[config.mk]
export PLATFORM = sky130hd
export DESIGN_NAME = dcc_master_end_flat
export DESIGN_NICKNAME = d
export VERILOG_FILES = /design/src/core/dcc_pkg.sv /design/src/core/dcc_link_if.sv /design/src/core/dcc_master_end.sv /design/src/core/dcc_fifo.sv /design/src/flat_wrapper.sv
export SDC_FILE = /design/constraint.sdc
export NUM_CORES = 1
export LEC_CHECK = 0
export ABC_AREA = 1
export BUFFER_PORTS_ARGS = -buffer_cell sky130_fd_sc_hd__buf_2
export CAP_MARGIN = 20
export CORE_MARGIN = 2
export CORE_UTILIZATION = 30
export DETAILED_ROUTE_END_ITERATION = 10
export PLACE_DENSITY_LB_ADDON = 0.15
export SETUP_SLACK_MARGIN = 0.4
export SLEW_MARGIN = 20
export SYNTH_ARGS = -nofsm -noshare
export SYNTH_HDL_FRONTEND = slang
export SYNTH_SLANG_ARGS = --single-unit
[constraint.sdc]
create_clock -name clk -period 10.2 [get_ports clk]
set_input_delay 1.53 -clock clk [delete_from_list [all_inputs] [get_ports clk]]
set_output_delay 1.53 -clock clk [all_outputs]
set_load 0.02 [all_outputs]
[src/core/dcc_pkg.sv]
package dcc_pkg;
  // ----------------------------------------------------------------
  // Timing
  // ----------------------------------------------------------------
  localparam int CLK_NS       = 4;
  localparam int BIT_NS       = 32;
  localparam int CHIP_NS      = 32;
  localparam int RSP_WAIT_NS  = 2048;
  localparam int BIT_CYC      = (BIT_NS + CLK_NS - 1) / CLK_NS;
  localparam int CHIP_CYC     = (CHIP_NS + CLK_NS - 1) / CLK_NS;
  localparam int RSP_WAIT_CYC = RSP_WAIT_NS / CLK_NS;
  localparam logic [3:0] BIT_LAST  = 4'(BIT_CYC - 1);
  localparam logic [3:0] CHIP_LAST = 4'(CHIP_CYC - 1);
  localparam logic [3:0] CHIP_MID  = 4'(CHIP_CYC / 2);
  localparam logic [9:0] WAIT_LAST = 10'(RSP_WAIT_CYC - 1);

  // ----------------------------------------------------------------
  // Frame layout
  // ----------------------------------------------------------------
  localparam int MSG_W     = 24;
  localparam int CRC_W     = 8;
  localparam int FRM_W     = 32;
  localparam int ADDR_LSB  = 20;
  localparam int OPC_LSB   = 16;
  localparam int UPPER_LSB = 8;
  localparam int LOWER_LSB = 0;
  localparam logic [5:0] FRM_CNT  = 6'(FRM_W);
  localparam logic [2:0] NIB_LAST = 3'h7;
  localparam logic [1:0] CHIP_END = 2'h2;
  localparam logic [7:0] CRC_POLY_RST = 8'h2F;
  localparam logic [7:0] CRC_SEED     = 8'hFF;
  localparam logic [3:0] OPC_READ     = 4'h0;
  localparam logic [3:0] OPC_WRITE    = 4'h8;

  typedef enum logic [1:0] {
    LVL_IDLE = 2'b00,
    LVL_ONE  = 2'b01,
    LVL_TWO  = 2'b10
  } dcc_lvl_t;

  // Symbol per nibble, chips first to last, two bits each; entry 0 rightmost
  localparam logic [15:0][5:0] SYM_TAB = {
    6'h19, 6'h11, 6'h20, 6'h18, 6'h29, 6'h1A, 6'h24, 6'h28,
    6'h21, 6'h16, 6'h26, 6'h10, 6'h22, 6'h12, 6'h25, 6'h14};

  function automatic logic [7:0] dcc_crc_step(logic [7:0] crc, logic din,
                                              logic [7:0] poly);
    dcc_crc_step = {crc[6:0], din} ^ (crc[7] ? poly : 8'h00);
  endfunction : dcc_crc_step

  function automatic logic [7:0] dcc_crc_run(logic [31:0] bits, logic [7:0] poly);
    logic [7:0] c;
    c = CRC_SEED;
    for (int i = FRM_W - 1; i >= 0; i--) begin
      c = dcc_crc_step(c, bits[i], poly);
    end
    dcc_crc_run = c;
  endfunction : dcc_crc_run
endpackage : dcc_pkg

[src/core/dcc_link_if.sv]
`timescale 1ns/100ps
interface dcc_link_if (
  input wire logic clk  // Common clock
);
  import dcc_pkg::*;
  logic     cmdBit;     // Command bit, MSB first
  logic     cmdBitStb;  // One-cycle strobe per command bit
  logic     cmdSof;     // With the strobe of a frame's first bit
  dcc_lvl_t rspLevel;   // Response chip current level
  logic     rspActive;  // High for the whole response

  modport master (input clk, output cmdBit, cmdBitStb, cmdSof, input rspLevel, rspActive);
  modport slave  (input clk, input cmdBit, cmdBitStb, cmdSof, output rspLevel, rspActive);
endinterface : dcc_link_if

[src/core/dcc_master_end.sv]
`timescale 1ns/100ps
module dcc_master_end (
  input  wire logic        clk,         // Clock
  input  wire logic        srst,        // Synchronous reset
  dcc_link_if.master       lnk,         // Link to slave
  input  wire logic  [7:0] cmdPoly,     // Command check polynomial
  input  wire logic  [7:0] rspPoly,     // Response check polynomial
  input  wire logic [23:0] cmdMsg,      // Address, opcode, upper, lower
  input  wire logic        cmdValid,    // Command offered
  output logic             cmdReady,    // Command queue has room
  output logic      [23:0] rspMsg,      // Received response message
  output logic       [7:0] rspCrc,      // Received response check
  output logic             rspValid,    // Pulse: response complete
  output logic             rspCrcOk,    // Response check remainder zero
  output logic             rspSymErr,   // An illegal symbol was seen
  output logic             rspTimeout   // Pulse: no response came
);
  import dcc_pkg::*;

  // ----------------------------------------------------------------
  // State
  // ----------------------------------------------------------------
  typedef enum logic [1:0] {
    HS_IDLE = 2'b00,
    HS_SEND = 2'b01,
    HS_WAIT = 2'b10,
    HS_RECV = 2'b11
  } dcc_host_st_t;

  typedef struct packed {
    dcc_host_st_t st;
    logic [31:0]  sh;
    logic [5:0]   cnt;
    logic [3:0]   div;
    logic [9:0]   wait_;
    logic [1:0]   chip;
    logic [2:0]   nib;
    logic [5:0]   chips;
    logic         bitOut;
    logic         bitStb;
    logic         sof;
    logic [23:0]  rspMsg;
    logic [7:0]   rspCrc;
    logic         rspValid;
    logic         crcOk;
    logic         symErr;
    logic         timeout;
  } dcc_host_state_t;

  dcc_host_state_t q, n;
  logic [23:0]     qMsg;
  logic            qValid;
  logic            qPop;
  logic [3:0]      dec;
  logic            hit;

  dcc_fifo #(.W(MSG_W), .D(8)) dcc_fifo_inst (
    .clk      (clk),
    .srst     (srst),
    .inData   (cmdMsg),
    .inValid  (cmdValid),
    .inReady  (cmdReady),
    .outData  (qMsg),
    .outValid (qValid),
    .outReady (qPop)
  );

  // Queue drains only between transactions, so it back-pressures the user
  assign qPop = (q.st == HS_IDLE);

  // ----------------------------------------------------------------
  // Next state
  // ----------------------------------------------------------------
  always_comb begin
    dec        = '0;
    hit        = 1'b0;
    n          = q;
    n.bitStb   = 1'b0;
    n.sof      = 1'b0;
    n.rspValid = 1'b0;
    n.timeout  = 1'b0;
    case (q.st)
      HS_IDLE: begin
        if (qValid) begin
          n.sh  = {qMsg, dcc_crc_run({qMsg, 8'h00}, cmdPoly)};
          n.cnt = '0;
          n.div = '0;
          n.st  = HS_SEND;
        end
      end
      HS_SEND: begin
        if (q.div == 4'h0 && q.cnt != FRM_CNT) begin
          n.bitStb = 1'b1;
          n.bitOut = q.sh[FRM_W-1];
          n.sof    = (q.cnt == 6'h00);
          n.sh     = {q.sh[FRM_W-2:0], 1'b0};
          n.cnt    = q.cnt + 6'h01;
        end
        n.div = (q.div == BIT_LAST) ? 4'h0 : q.div + 4'h1;
        // Listen right after the last strobe: the slave answers within a few
        // cycles, and waiting out the bit period would miss the first chip
        if (q.cnt == FRM_CNT) begin
          n.wait_ = '0;
          n.st    = HS_WAIT;
        end
      end
      HS_WAIT: begin
        n.wait_ = q.wait_ + 10'h001;
        if (lnk.rspActive) begin
          n.div    = 4'h1;
          n.chip   = '0;
          n.nib    = '0;
          n.symErr = 1'b0;
          n.st     = HS_RECV;
        end else if (q.wait_ == WAIT_LAST) begin
          n.timeout = 1'b1;
          n.st      = HS_IDLE;
        end
      end
      HS_RECV: begin
        n.div = q.div + 4'h1;
        if (q.div == CHIP_MID) begin
          n.chips = {q.chips[3:0], 2'(lnk.rspLevel)};
        end
        if (q.div == CHIP_LAST) begin
          n.div  = '0;
          n.chip = q.chip + 2'h1;
          if (q.chip == CHIP_END) begin
            n.chip = '0;
            for (int i = 0; i < 16; i++) begin
              if (SYM_TAB[i] == q.chips) begin
                dec = 4'(i);
                hit = 1'b1;
              end
            end
            n.symErr = q.symErr | !hit;
            n.sh     = {q.sh[FRM_W-5:0], dec};
            n.nib    = q.nib + 3'h1;
            if (q.nib == NIB_LAST) begin
              n.rspMsg   = n.sh[FRM_W-1:CRC_W];
              n.rspCrc   = n.sh[CRC_W-1:0];
              n.crcOk    = (dcc_crc_run(n.sh, rspPoly) == 8'h00);
              n.rspValid = 1'b1;
              n.st       = HS_IDLE;
            end
          end
        end
      end
      default: begin
        n.st = HS_IDLE;
      end
    endcase
  end

  always_ff @(posedge clk) begin
    if (srst) begin
      q    <= '0;
      q.st <= HS_IDLE;
    end else begin
      q <= n;
    end
  end

  assign lnk.cmdBit    = q.bitOut;
  assign lnk.cmdBitStb = q.bitStb;
  assign lnk.cmdSof    = q.sof;
  assign rspMsg        = q.rspMsg;
  assign rspCrc        = q.rspCrc;
  assign rspValid      = q.rspValid;
  assign rspCrcOk      = q.crcOk;
  assign rspSymErr     = q.symErr;
  assign rspTimeout    = q.timeout;
endmodule : dcc_master_end

[src/core/dcc_fifo.sv]
`timescale 1ns/100ps
module dcc_fifo #(
  parameter int W = 24,
  parameter int D = 8
) (
  input  wire logic         clk,       // Clock
  input  wire logic         srst,      // Synchronous reset
  input  wire logic [W-1:0] inData,    // Write data
  input  wire logic         inValid,   // Write request
  output logic              inReady,   // Not full
  output logic      [W-1:0] outData,   // Head word
  output logic              outValid,  // Not empty
  input  wire logic         outReady   // Pop
);
  localparam int AW = $clog2(D);

  typedef struct packed {
    logic [AW:0] wp;
    logic [AW:0] rp;
  } dcc_fifo_state_t;

  dcc_fifo_state_t q, n;
  logic [W-1:0] mem [D];
  logic         push;
  logic         pop;

  assign inReady  = !((q.wp[AW] != q.rp[AW]) && (q.wp[AW-1:0] == q.rp[AW-1:0]));
  assign outValid = (q.wp != q.rp);
  assign outData  = mem[q.rp[AW-1:0]];
  assign push     = inValid && inReady;
  assign pop      = outValid && outReady;

  always_comb begin
    n = q;
    if (push) begin
      n.wp = q.wp + 1'b1;
    end
    if (pop) begin
      n.rp = q.rp + 1'b1;
    end
  end

  always_ff @(posedge clk) begin
    if (srst) begin
      q <= '0;
    end else begin
      q <= n;
    end
    if (push) begin
      mem[q.wp[AW-1:0]] <= inData;
    end
  end
endmodule : dcc_fifo

[src/flat_wrapper.sv]
// flat-port wrapper written by rule: the top's interface ports become plain ports
module dcc_master_end_flat import dcc_pkg::*;
  (clk, srst, cmdPoly, rspPoly, cmdMsg, cmdValid, cmdReady, rspMsg, rspCrc, rspValid, rspCrcOk, rspSymErr, rspTimeout, lnk_cmdBit, lnk_cmdBitStb, lnk_cmdSof, lnk_rspLevel, lnk_rspActive);
  dcc_link_if lnk_i (.clk(clk));
  input  wire logic clk;
  input  wire logic srst;
  input  wire logic  [7:0] cmdPoly;
  input  wire logic  [7:0] rspPoly;
  input  wire logic [23:0] cmdMsg;
  input  wire logic cmdValid;
  output logic cmdReady;
  output logic      [23:0] rspMsg;
  output logic       [7:0] rspCrc;
  output logic rspValid;
  output logic rspCrcOk;
  output logic rspSymErr;
  output logic rspTimeout;
  output wire logic [$bits(lnk_i.cmdBit)-1:0] lnk_cmdBit;
  output wire logic [$bits(lnk_i.cmdBitStb)-1:0] lnk_cmdBitStb;
  output wire logic [$bits(lnk_i.cmdSof)-1:0] lnk_cmdSof;
  input wire logic [$bits(lnk_i.rspLevel)-1:0] lnk_rspLevel;
  input wire logic [$bits(lnk_i.rspActive)-1:0] lnk_rspActive;
  assign lnk_cmdBit = lnk_i.cmdBit;
  assign lnk_cmdBitStb = lnk_i.cmdBitStb;
  assign lnk_cmdSof = lnk_i.cmdSof;
  assign lnk_i.rspLevel = lnk_rspLevel;
  assign lnk_i.rspActive = lnk_rspActive;
  dcc_master_end u_core (.clk(clk), .srst(srst), .lnk(lnk_i), .cmdPoly(cmdPoly), .rspPoly(rspPoly), .cmdMsg(cmdMsg), .cmdValid(cmdValid), .cmdReady(cmdReady), .rspMsg(rspMsg), .rspCrc(rspCrc), .rspValid(rspValid), .rspCrcOk(rspCrcOk), .rspSymErr(rspSymErr), .rspTimeout(rspTimeout));
endmodule
==> results.md, run 1 <==
* Run status: finished clean
* CTS tree: done
* Syn Area/Cell at 6.76 um2
* Initial antenna violation count at 9
* Reg2Reg Depth at 64
* Clock Sinks at 307
* Max-slew headroom at 19.2%
* Family with the most delay on the worst path: simple AND/OR/NAND/NOR gates
* DRC viols at 0
* DRT Pass-1 Iters at 5
* Critical Path Stages at 66
* Syn nets at 4479
* Area Overhead vs Synth at 17.8%
* Critical path peak fanout at 8
* 1st-iter DRT viols at 1904
* Top-count cell post-synth: nand2_1
* Peak VDD IR at 132 uV
* Synth Warn # at 0
* Worst setup EP type: flip-flop
* Layout cells sized above 1 at 24.5%
* RD Place Congestion at 0.831
* Grt total ovfl at 0
* Register area at 8070 um2
* Full die area at 102000 um2
* Area of the multi-input gates at 20300 um2
* Min Clock Period, post-route at 9.38 ns
* CTS clk-pin slew, worst paths at 0.05 ns
* Synthesized area at 29900 um2
* Total of max-cap violations at 0
* Number of synthesized flops with an enable pin at 192
* Largest net degree at the start of global routing at 70
* HP Class: reg -> reg
* Crit-path slowest cell: xor2_2
* Dpl cell area at 31100 um2
* Setup-failing EPs final at 0
* Worst reg-to-reg setup slack at 1.17 ns
* DR WL/cell at 16.0 um
* TritonCTS buffer count at 38
* WS Path Type: in -> reg
* Yosys top cell area share at 19.7%
* Vias in the first global route at 27.0k
* Fin. max-slew vios at 0
* Pwr Total at 7.20 mW
* Via-per-instance ratio at 4.99
* Final instance area at 35200 um2
* Flops & latches, synth at 307
* Reg-to-Reg End: u_core.q[74]
* I/O Pins at 86
* Cells after synthesis at 4424
* Leakage power at 16.0 nW
* Post-detail-place hpwl at 67400 um
* CTS root buf: clkbuf_16
* List of most frequent post-synthesis cells: 1570 x nand2_1, 867 x nand3_1, 242 x nor2_1
* Die height at 320 um
* Critical Path End: u_core.q[74]
* First-pass GRT wire length at 146000 um
* Top_reg_cell synth: edfxtp_1
* PwrDens at 205 nW/um2
* Fin nets at 4641
* Sequential area share after synthesis at 27.0%
* Worst-skew pair later-pin latency at 0.56 ns
* Initial Util at 30.3%
* Fin crit share at 91.9%
* WP buf/inv at 5
* Critical Path RT at 10.64 ns
* Synth top area cells: nand2_1 20%, edfxtp_1 19%, nand3_1 15%, dfxtp_1 7.7%, nand2_2 4.0%
* Die width at 320 um
* Asr flop ratio synth at 0%
* Source of the critical timing path: cmdPoly[4]
* Slew @ Worst Pin at 1.21 ns
* Area leader, netlist: nand2_1
* Routed wire length at 94300 um
* Core ar. at 98600 um2
* Setup_tns at 0 ns
* Clk buf depth at 3
* PortBufs at 85
* CP peak stage delay at 0.28 ns
* Top achievable clock speed at 107 MHz
* Vias at 29.4k
* Crit path launch type: primary input
* RSZ-0062 raised after global routing: yes
* Post-route ant nets at 0
* Final count of hold timing violations at 0
* Yosys cell types at 56
* Crit path DAT at 9.82 ns
* Overall Global Routing Usage at 17.5%
* Crit path top cell by count: nand3_4
* H-tree level count at 2
* Fin Clk Skew at 0.0217 ns
* Rows at 115
* # fillers at 10.6k
==> placed cells by master, fill, tap and decap left out, types with 11 or more instances in the layout <==
cell / count
buf_2: 76
a221oi_1: 48
nor2_2: 20
nand2_4: 110
xnor2_1: 23
inv_2: 24
edfxtp_1: 192
a21oi_1: 67
inv_1: 225
nor3_1: 20
buf_6: 42
nand2_2: 243
buf_4: 252
clkbuf_1: 11
nand3_4: 113
o21ai_1: 13
nand3_2: 112
dfxtp_1: 113
o32ai_1: 36
nor2_1: 222
o21ai_0: 123
xor2_1: 27
nand2_8: 32
nand2_1: 1477
clkbuf_16: 39
nand3_1: 814
==> per-layer routing <==
layer,routed length (um),global-route usage [%],part of all wire (%)
met2,45200,30.5,48
met5,78,0,0.083
met3,3890,2.39,4.1
met1,43400,23.0,46
met4,1690,3.90,1.8
==> worst reg2reg max path: cells and delay by family (launching register included) <==
family	cells	cell delay, ns
and+or+nand+nor	52	6.21
DFF	1	0.32
muxes	1	0.49
xor gates and xnor gates	3	0.80
buffers and inverters	5	0.86
AOI/OAI and AO/OA	3	0.27
==> power by group <==
group / switching, mW / leakage, nW / total (mW) / internal, mW
combinational: 2.83 / 12.7 / 4.36 / 1.52
sequential: 0.137 / 2.68 / 1.55 / 1.41
clock: 0.528 / 0.566 / 1.30 / 0.770
==> sequential cells by signal (all words and copies together), names as in the netlist, named ones only <==
signal,flops
u_core.q,65
u_core.rspMsg,24
u_core.dcc_fifo_inst.q,8
u_core.lnk.cmdSof,1
u_core.rspCrcOk,1
u_core.rspSymErr,1
u_core.rspTimeout,1
u_core.rspCrc,8
u_core.dcc_fifo_inst.mem,192
u_core.lnk.cmdBit,1
u_core.rspValid,1
u_core.lnk.cmdBitStb,1
==> worst min path at each step <==
stage,from,endpoint,slack [ns],cells after the start
after floorplan,u_core.q[64],u_core.q[64],0.43,1
after global placement,u_core.rspMsg[7],u_core.rspMsg[7],0.46,2
after detailed placement,u_core.rspMsg[7],u_core.rspMsg[7],0.46,2
after CTS,u_core.rspMsg[7],u_core.rspMsg[7],0.46,2
after global routing,u_core.rspCrc[5],u_core.rspCrc[5],0.48,2
final,u_core.rspMsg[7],u_core.rspMsg[7],0.46,2
==> layout make-up <==
cell class / count / share of cell area (%)
Tap cell: 1287 / 4.57
Clock buffer: 50 / 2.86
Antenna cell: 2 / 0.0142
Clock inverter: 12 / 0.465
Sequential cell: 307 / 22.9
Timing Repair Buffer: 389 / 8.75
Multi-Input combinational cell: 3595 / 57.6
Inverter: 255 / 2.81
==> metrics by stage <==
step	hold slack [ns]	setup WS [ns]	cells	util, %
6_report	0.459	0.822	5897	35.7
5_1_grt	0.484	0.226	5896	35.7
4_1_cts	0.464	0.664	5745	32.7
3_5_place_dp	0.456	0.132	5683	31.5
3_3_place_gp	0.456	0.0449	5683	31.5
2_1_floorplan	0.435	2.01	4424	-
==> cell families (layout without fill, tap and decap cells) <==
kind of cell,Yosys count,in the layout,share of synthesized area [%]
multiplexers,3,3,0.100
buffers and inverters,540,706,10.7
adder cells (fa/ha/maj),9,9,0.377
AO/OA/AOI/OAI,326,326,6.86
AND/OR/NAND/NOR,3176,3194,53.0
XOR/XNOR,63,63,2.00
other,0,2,0
flip-flops,307,307,27.0
==> timing repair <==
item | CTS | global route
endpoints found under the setup margin | 0 | 9
resized for setup | 0 | 384
hold buffers | 0 | 0
setup buffers | 0 | 130
Note: power is estimated with default switching activity, not from simulation.
==> run 2, diff against run 1 <==
BUFFER_PORTS_ARGS = not set   (was -buffer_cell sky130_fd_sc_hd__buf_2)
DONT_BUFFER_PORTS = 1   (was not set)
PLACE_DENSITY_LB_ADDON = not set   (was 0.15)
==> results.md, run 2 (same netlist as run 1, synthesis figures left out) <==
* Run status: finished clean
* CP peak stage delay at 0.18 ns (-0.10 ns)
* Fin nets at 4343 (-6.4%)
* Reg2Reg Depth at 64 (unchanged)
* Largest net degree at the start of global routing at 82 (+17%)
* Fin. max-slew vios at 0 (unchanged)
* Post-route ant nets at 0 (unchanged)
* Max-slew headroom at 23.5% (+4.3 points)
* Pwr Total at 6.60 mW (-8.4%)
* Worst-skew pair later-pin latency at 0.56 ns (about the same)
* DRC viols at 0 (unchanged)
* 1st-iter DRT viols at 1970 (+3.5%)
* First-pass GRT wire length at 133000 um (-9.4%)
* Grt total ovfl at 0 (unchanged)
* Post-detail-place hpwl at 57300 um (-15%)
* # fillers at 10.4k (-1.7%)
* HP Class: reg -> reg
* DRT Pass-1 Iters at 7 (+2)
* Source of the critical timing path: rspPoly[6]
* Core ar. at 98600 um2 (unchanged)
* Initial Util at 30.3% (unchanged)
* Fin crit share at 89.7% (-2.2 points)
* Worst reg-to-reg setup slack at 1.59 ns (+0.42 ns)
* Clk buf depth at 3 (unchanged)
* H-tree level count at 2 (unchanged)
* Clock Sinks at 307 (unchanged)
* Crit path launch type: primary input
* Via-per-instance ratio at 5.06 (+1.4%)
* Max reg flops at 192 (unchanged)
* Family with the most delay on the worst path: simple AND/OR/NAND/NOR gates
* Leakage power at 14.1 nW (-12%)
* Commonest non-fill, non-tap cell in the layout: nand2_1
* Die height at 320 um (unchanged)
* CTS Hold Bufs at 0 (unchanged)
* Vias at 28.3k (-3.7%)
* Area Overhead vs Synth at 5.90%
* Most frequent cells in the layout: 1564 x nand2_1, 865 x nand3_1, 230 x inv_1, 230 x nor2_1
* Routed wire length at 83200 um (-12%)
* Final count of hold timing violations at 0 (unchanged)
* Reg-to-Reg End: u_core.q[75]
* RSZ-0062 raised after global routing: yes
* Crit-path slowest cell: buf_4
* WP buf/inv at 3 (-2)
* Slew @ Worst Pin at 1.14 ns (-0.0762 ns)
* Utilization after layout at 32.1% (-3.6 points)
* Crit path top cell by count: nand2_8
* TritonCTS buffer count at 34 (-11%)
* Critical Path End: u_core.rspCrcOk
* Full die area at 102000 um2 (unchanged)
* RD Place Congestion at 0.836 (+0.58%)
* DR WL/cell at 14.9 um (-7.0%)
* Overall Global Routing Usage at 15.6% (-1.9 points)
* PortBufs at 0 (-100%)
* Setup-failing EPs final at 0 (unchanged)
* Min Clock Period, post-route at 9.15 ns (-0.228 ns)
* PwrDens at 208 nW/um2 (+1.9%)
* Critical Path Stages at 70 (+6.1%)
* Top achievable clock speed at 109 MHz (+2.5%)
* Final non-filler cell total at 5600 (-5.0%)
* Placed Instances at 5501 (-3.2%)
* Worst setup EP type: flip-flop
* CTS clk-pin slew, worst paths at 0.06 ns (about the same)
* CTS tree: done
* Total of max-cap violations at 0 (unchanged)
* I/O Pins at 86 (unchanged)
* Initial antenna violation count at 0 (-9)
* Vias in the first global route at 25.6k (-5.3%)
* Crit path DAT at 9.62 ns (-0.20 ns)
* Critical Path RT at 10.67 ns (+0.03 ns)
* Critical path peak fanout at 80 (+72)
* Die width at 320 um (unchanged)
* Layout cells sized above 1 at 15.7% (-8.7 points)
* CTS root buf: clkbuf_16
* Register area at 8070 um2 (unchanged)
* Area of the multi-input gates at 19000 um2 (-6.4%)
* WS Path Type: in -> reg
* ANT cells at 0 (-2)
* Hold Startpoint: u_core.q[100]
* Rows at 115 (unchanged)
* Fin Clk Skew at 0.0189 ns (-0.00279 ns)
* Peak VDD IR at 156 uV (+18%)
## run 2: cell types whose count changed in the layout (fill, tap and decap cells not counted), moves of 40 or more
cell / previous run / this run
buf_4: 252 / 108
nand2_1: 1477 / 1564
buf_2: 76 / 0
nand2_2: 243 / 192
nand3_1: 814 / 865
nand2_4: 110 / 60
nand3_4: 113 / 70
buf_6: 42 / 2
## run 2: metal layers
layer | vias up | GRT usage, % | part of all wire (%)
met1 | 13100 | 20.0 | 45
li1 | 14400 | - | -
met3 | 105 | 3.03 | 6.3
met4 | 0 | 4.09 | 2.4
met5 | - | 0 | 0
met2 | 641 | 26.7 | 47
## run 2: repair_timing
action | in CTS | in global routing
endpoints found under the hold margin | 0 | 0
cloned | 0 | 2
setup endpoints to repair | 1 | 9
gates resized for setup | 1 | 56
setup buffers | 0 | 36
pin swaps | 0 | 22
## run 2: how the worst min path moves through the flow
stage	end	slack, ns	depth (start not counted)
6_report	u_core.q[100]	0.46	2
5_1_grt	u_core.q[100]	0.49	2
4_1_cts	u_core.q[100]	0.47	2
3_5_place_dp	u_core.q[64]	0.46	1
3_3_place_gp	u_core.q[64]	0.45	1
2_1_floorplan	u_core.q[64]	0.43	1
## run 2: worst min-delay path: stages, from the launching register on
cell,delay [ns]
dfxtp_1,0.29
inv_1,0.06
a211oi_1,0.07
## run 2: power breakdown
group	switching, mW	internal [mW]
clock	0.534	0.740
combinational	2.50	1.26
sequential	0.147	1.41
total	3.18	3.41
## run 2: final cells by class
class,count,area share [%]
Tap cell,1287,5.09
Clock buffer,39,2.81
Sequential cell,307,25.5
Inverter,255,3.10
Multi-Input combinational cell,3579,60.0
Timing Repair Buffer,111,2.70
Clock inverter,22,0.834
## run 2: per-stage QoR
stage | hold WS [ns] | cell area (um2) | setup slack (ns) | setup TNS, ns
final | 0.463 | 31700 | 1.05 | 0
after global routing | 0.493 | 31700 | 0.382 | 0
after CTS | 0.467 | 31000 | 0.420 | 0
after detailed placement | 0.461 | 29900 | -0.168 | -0.168
after global placement | 0.449 | 29900 | 0.0615 | 0
after floorplan | 0.435 | 29900 | 2.01 | 0
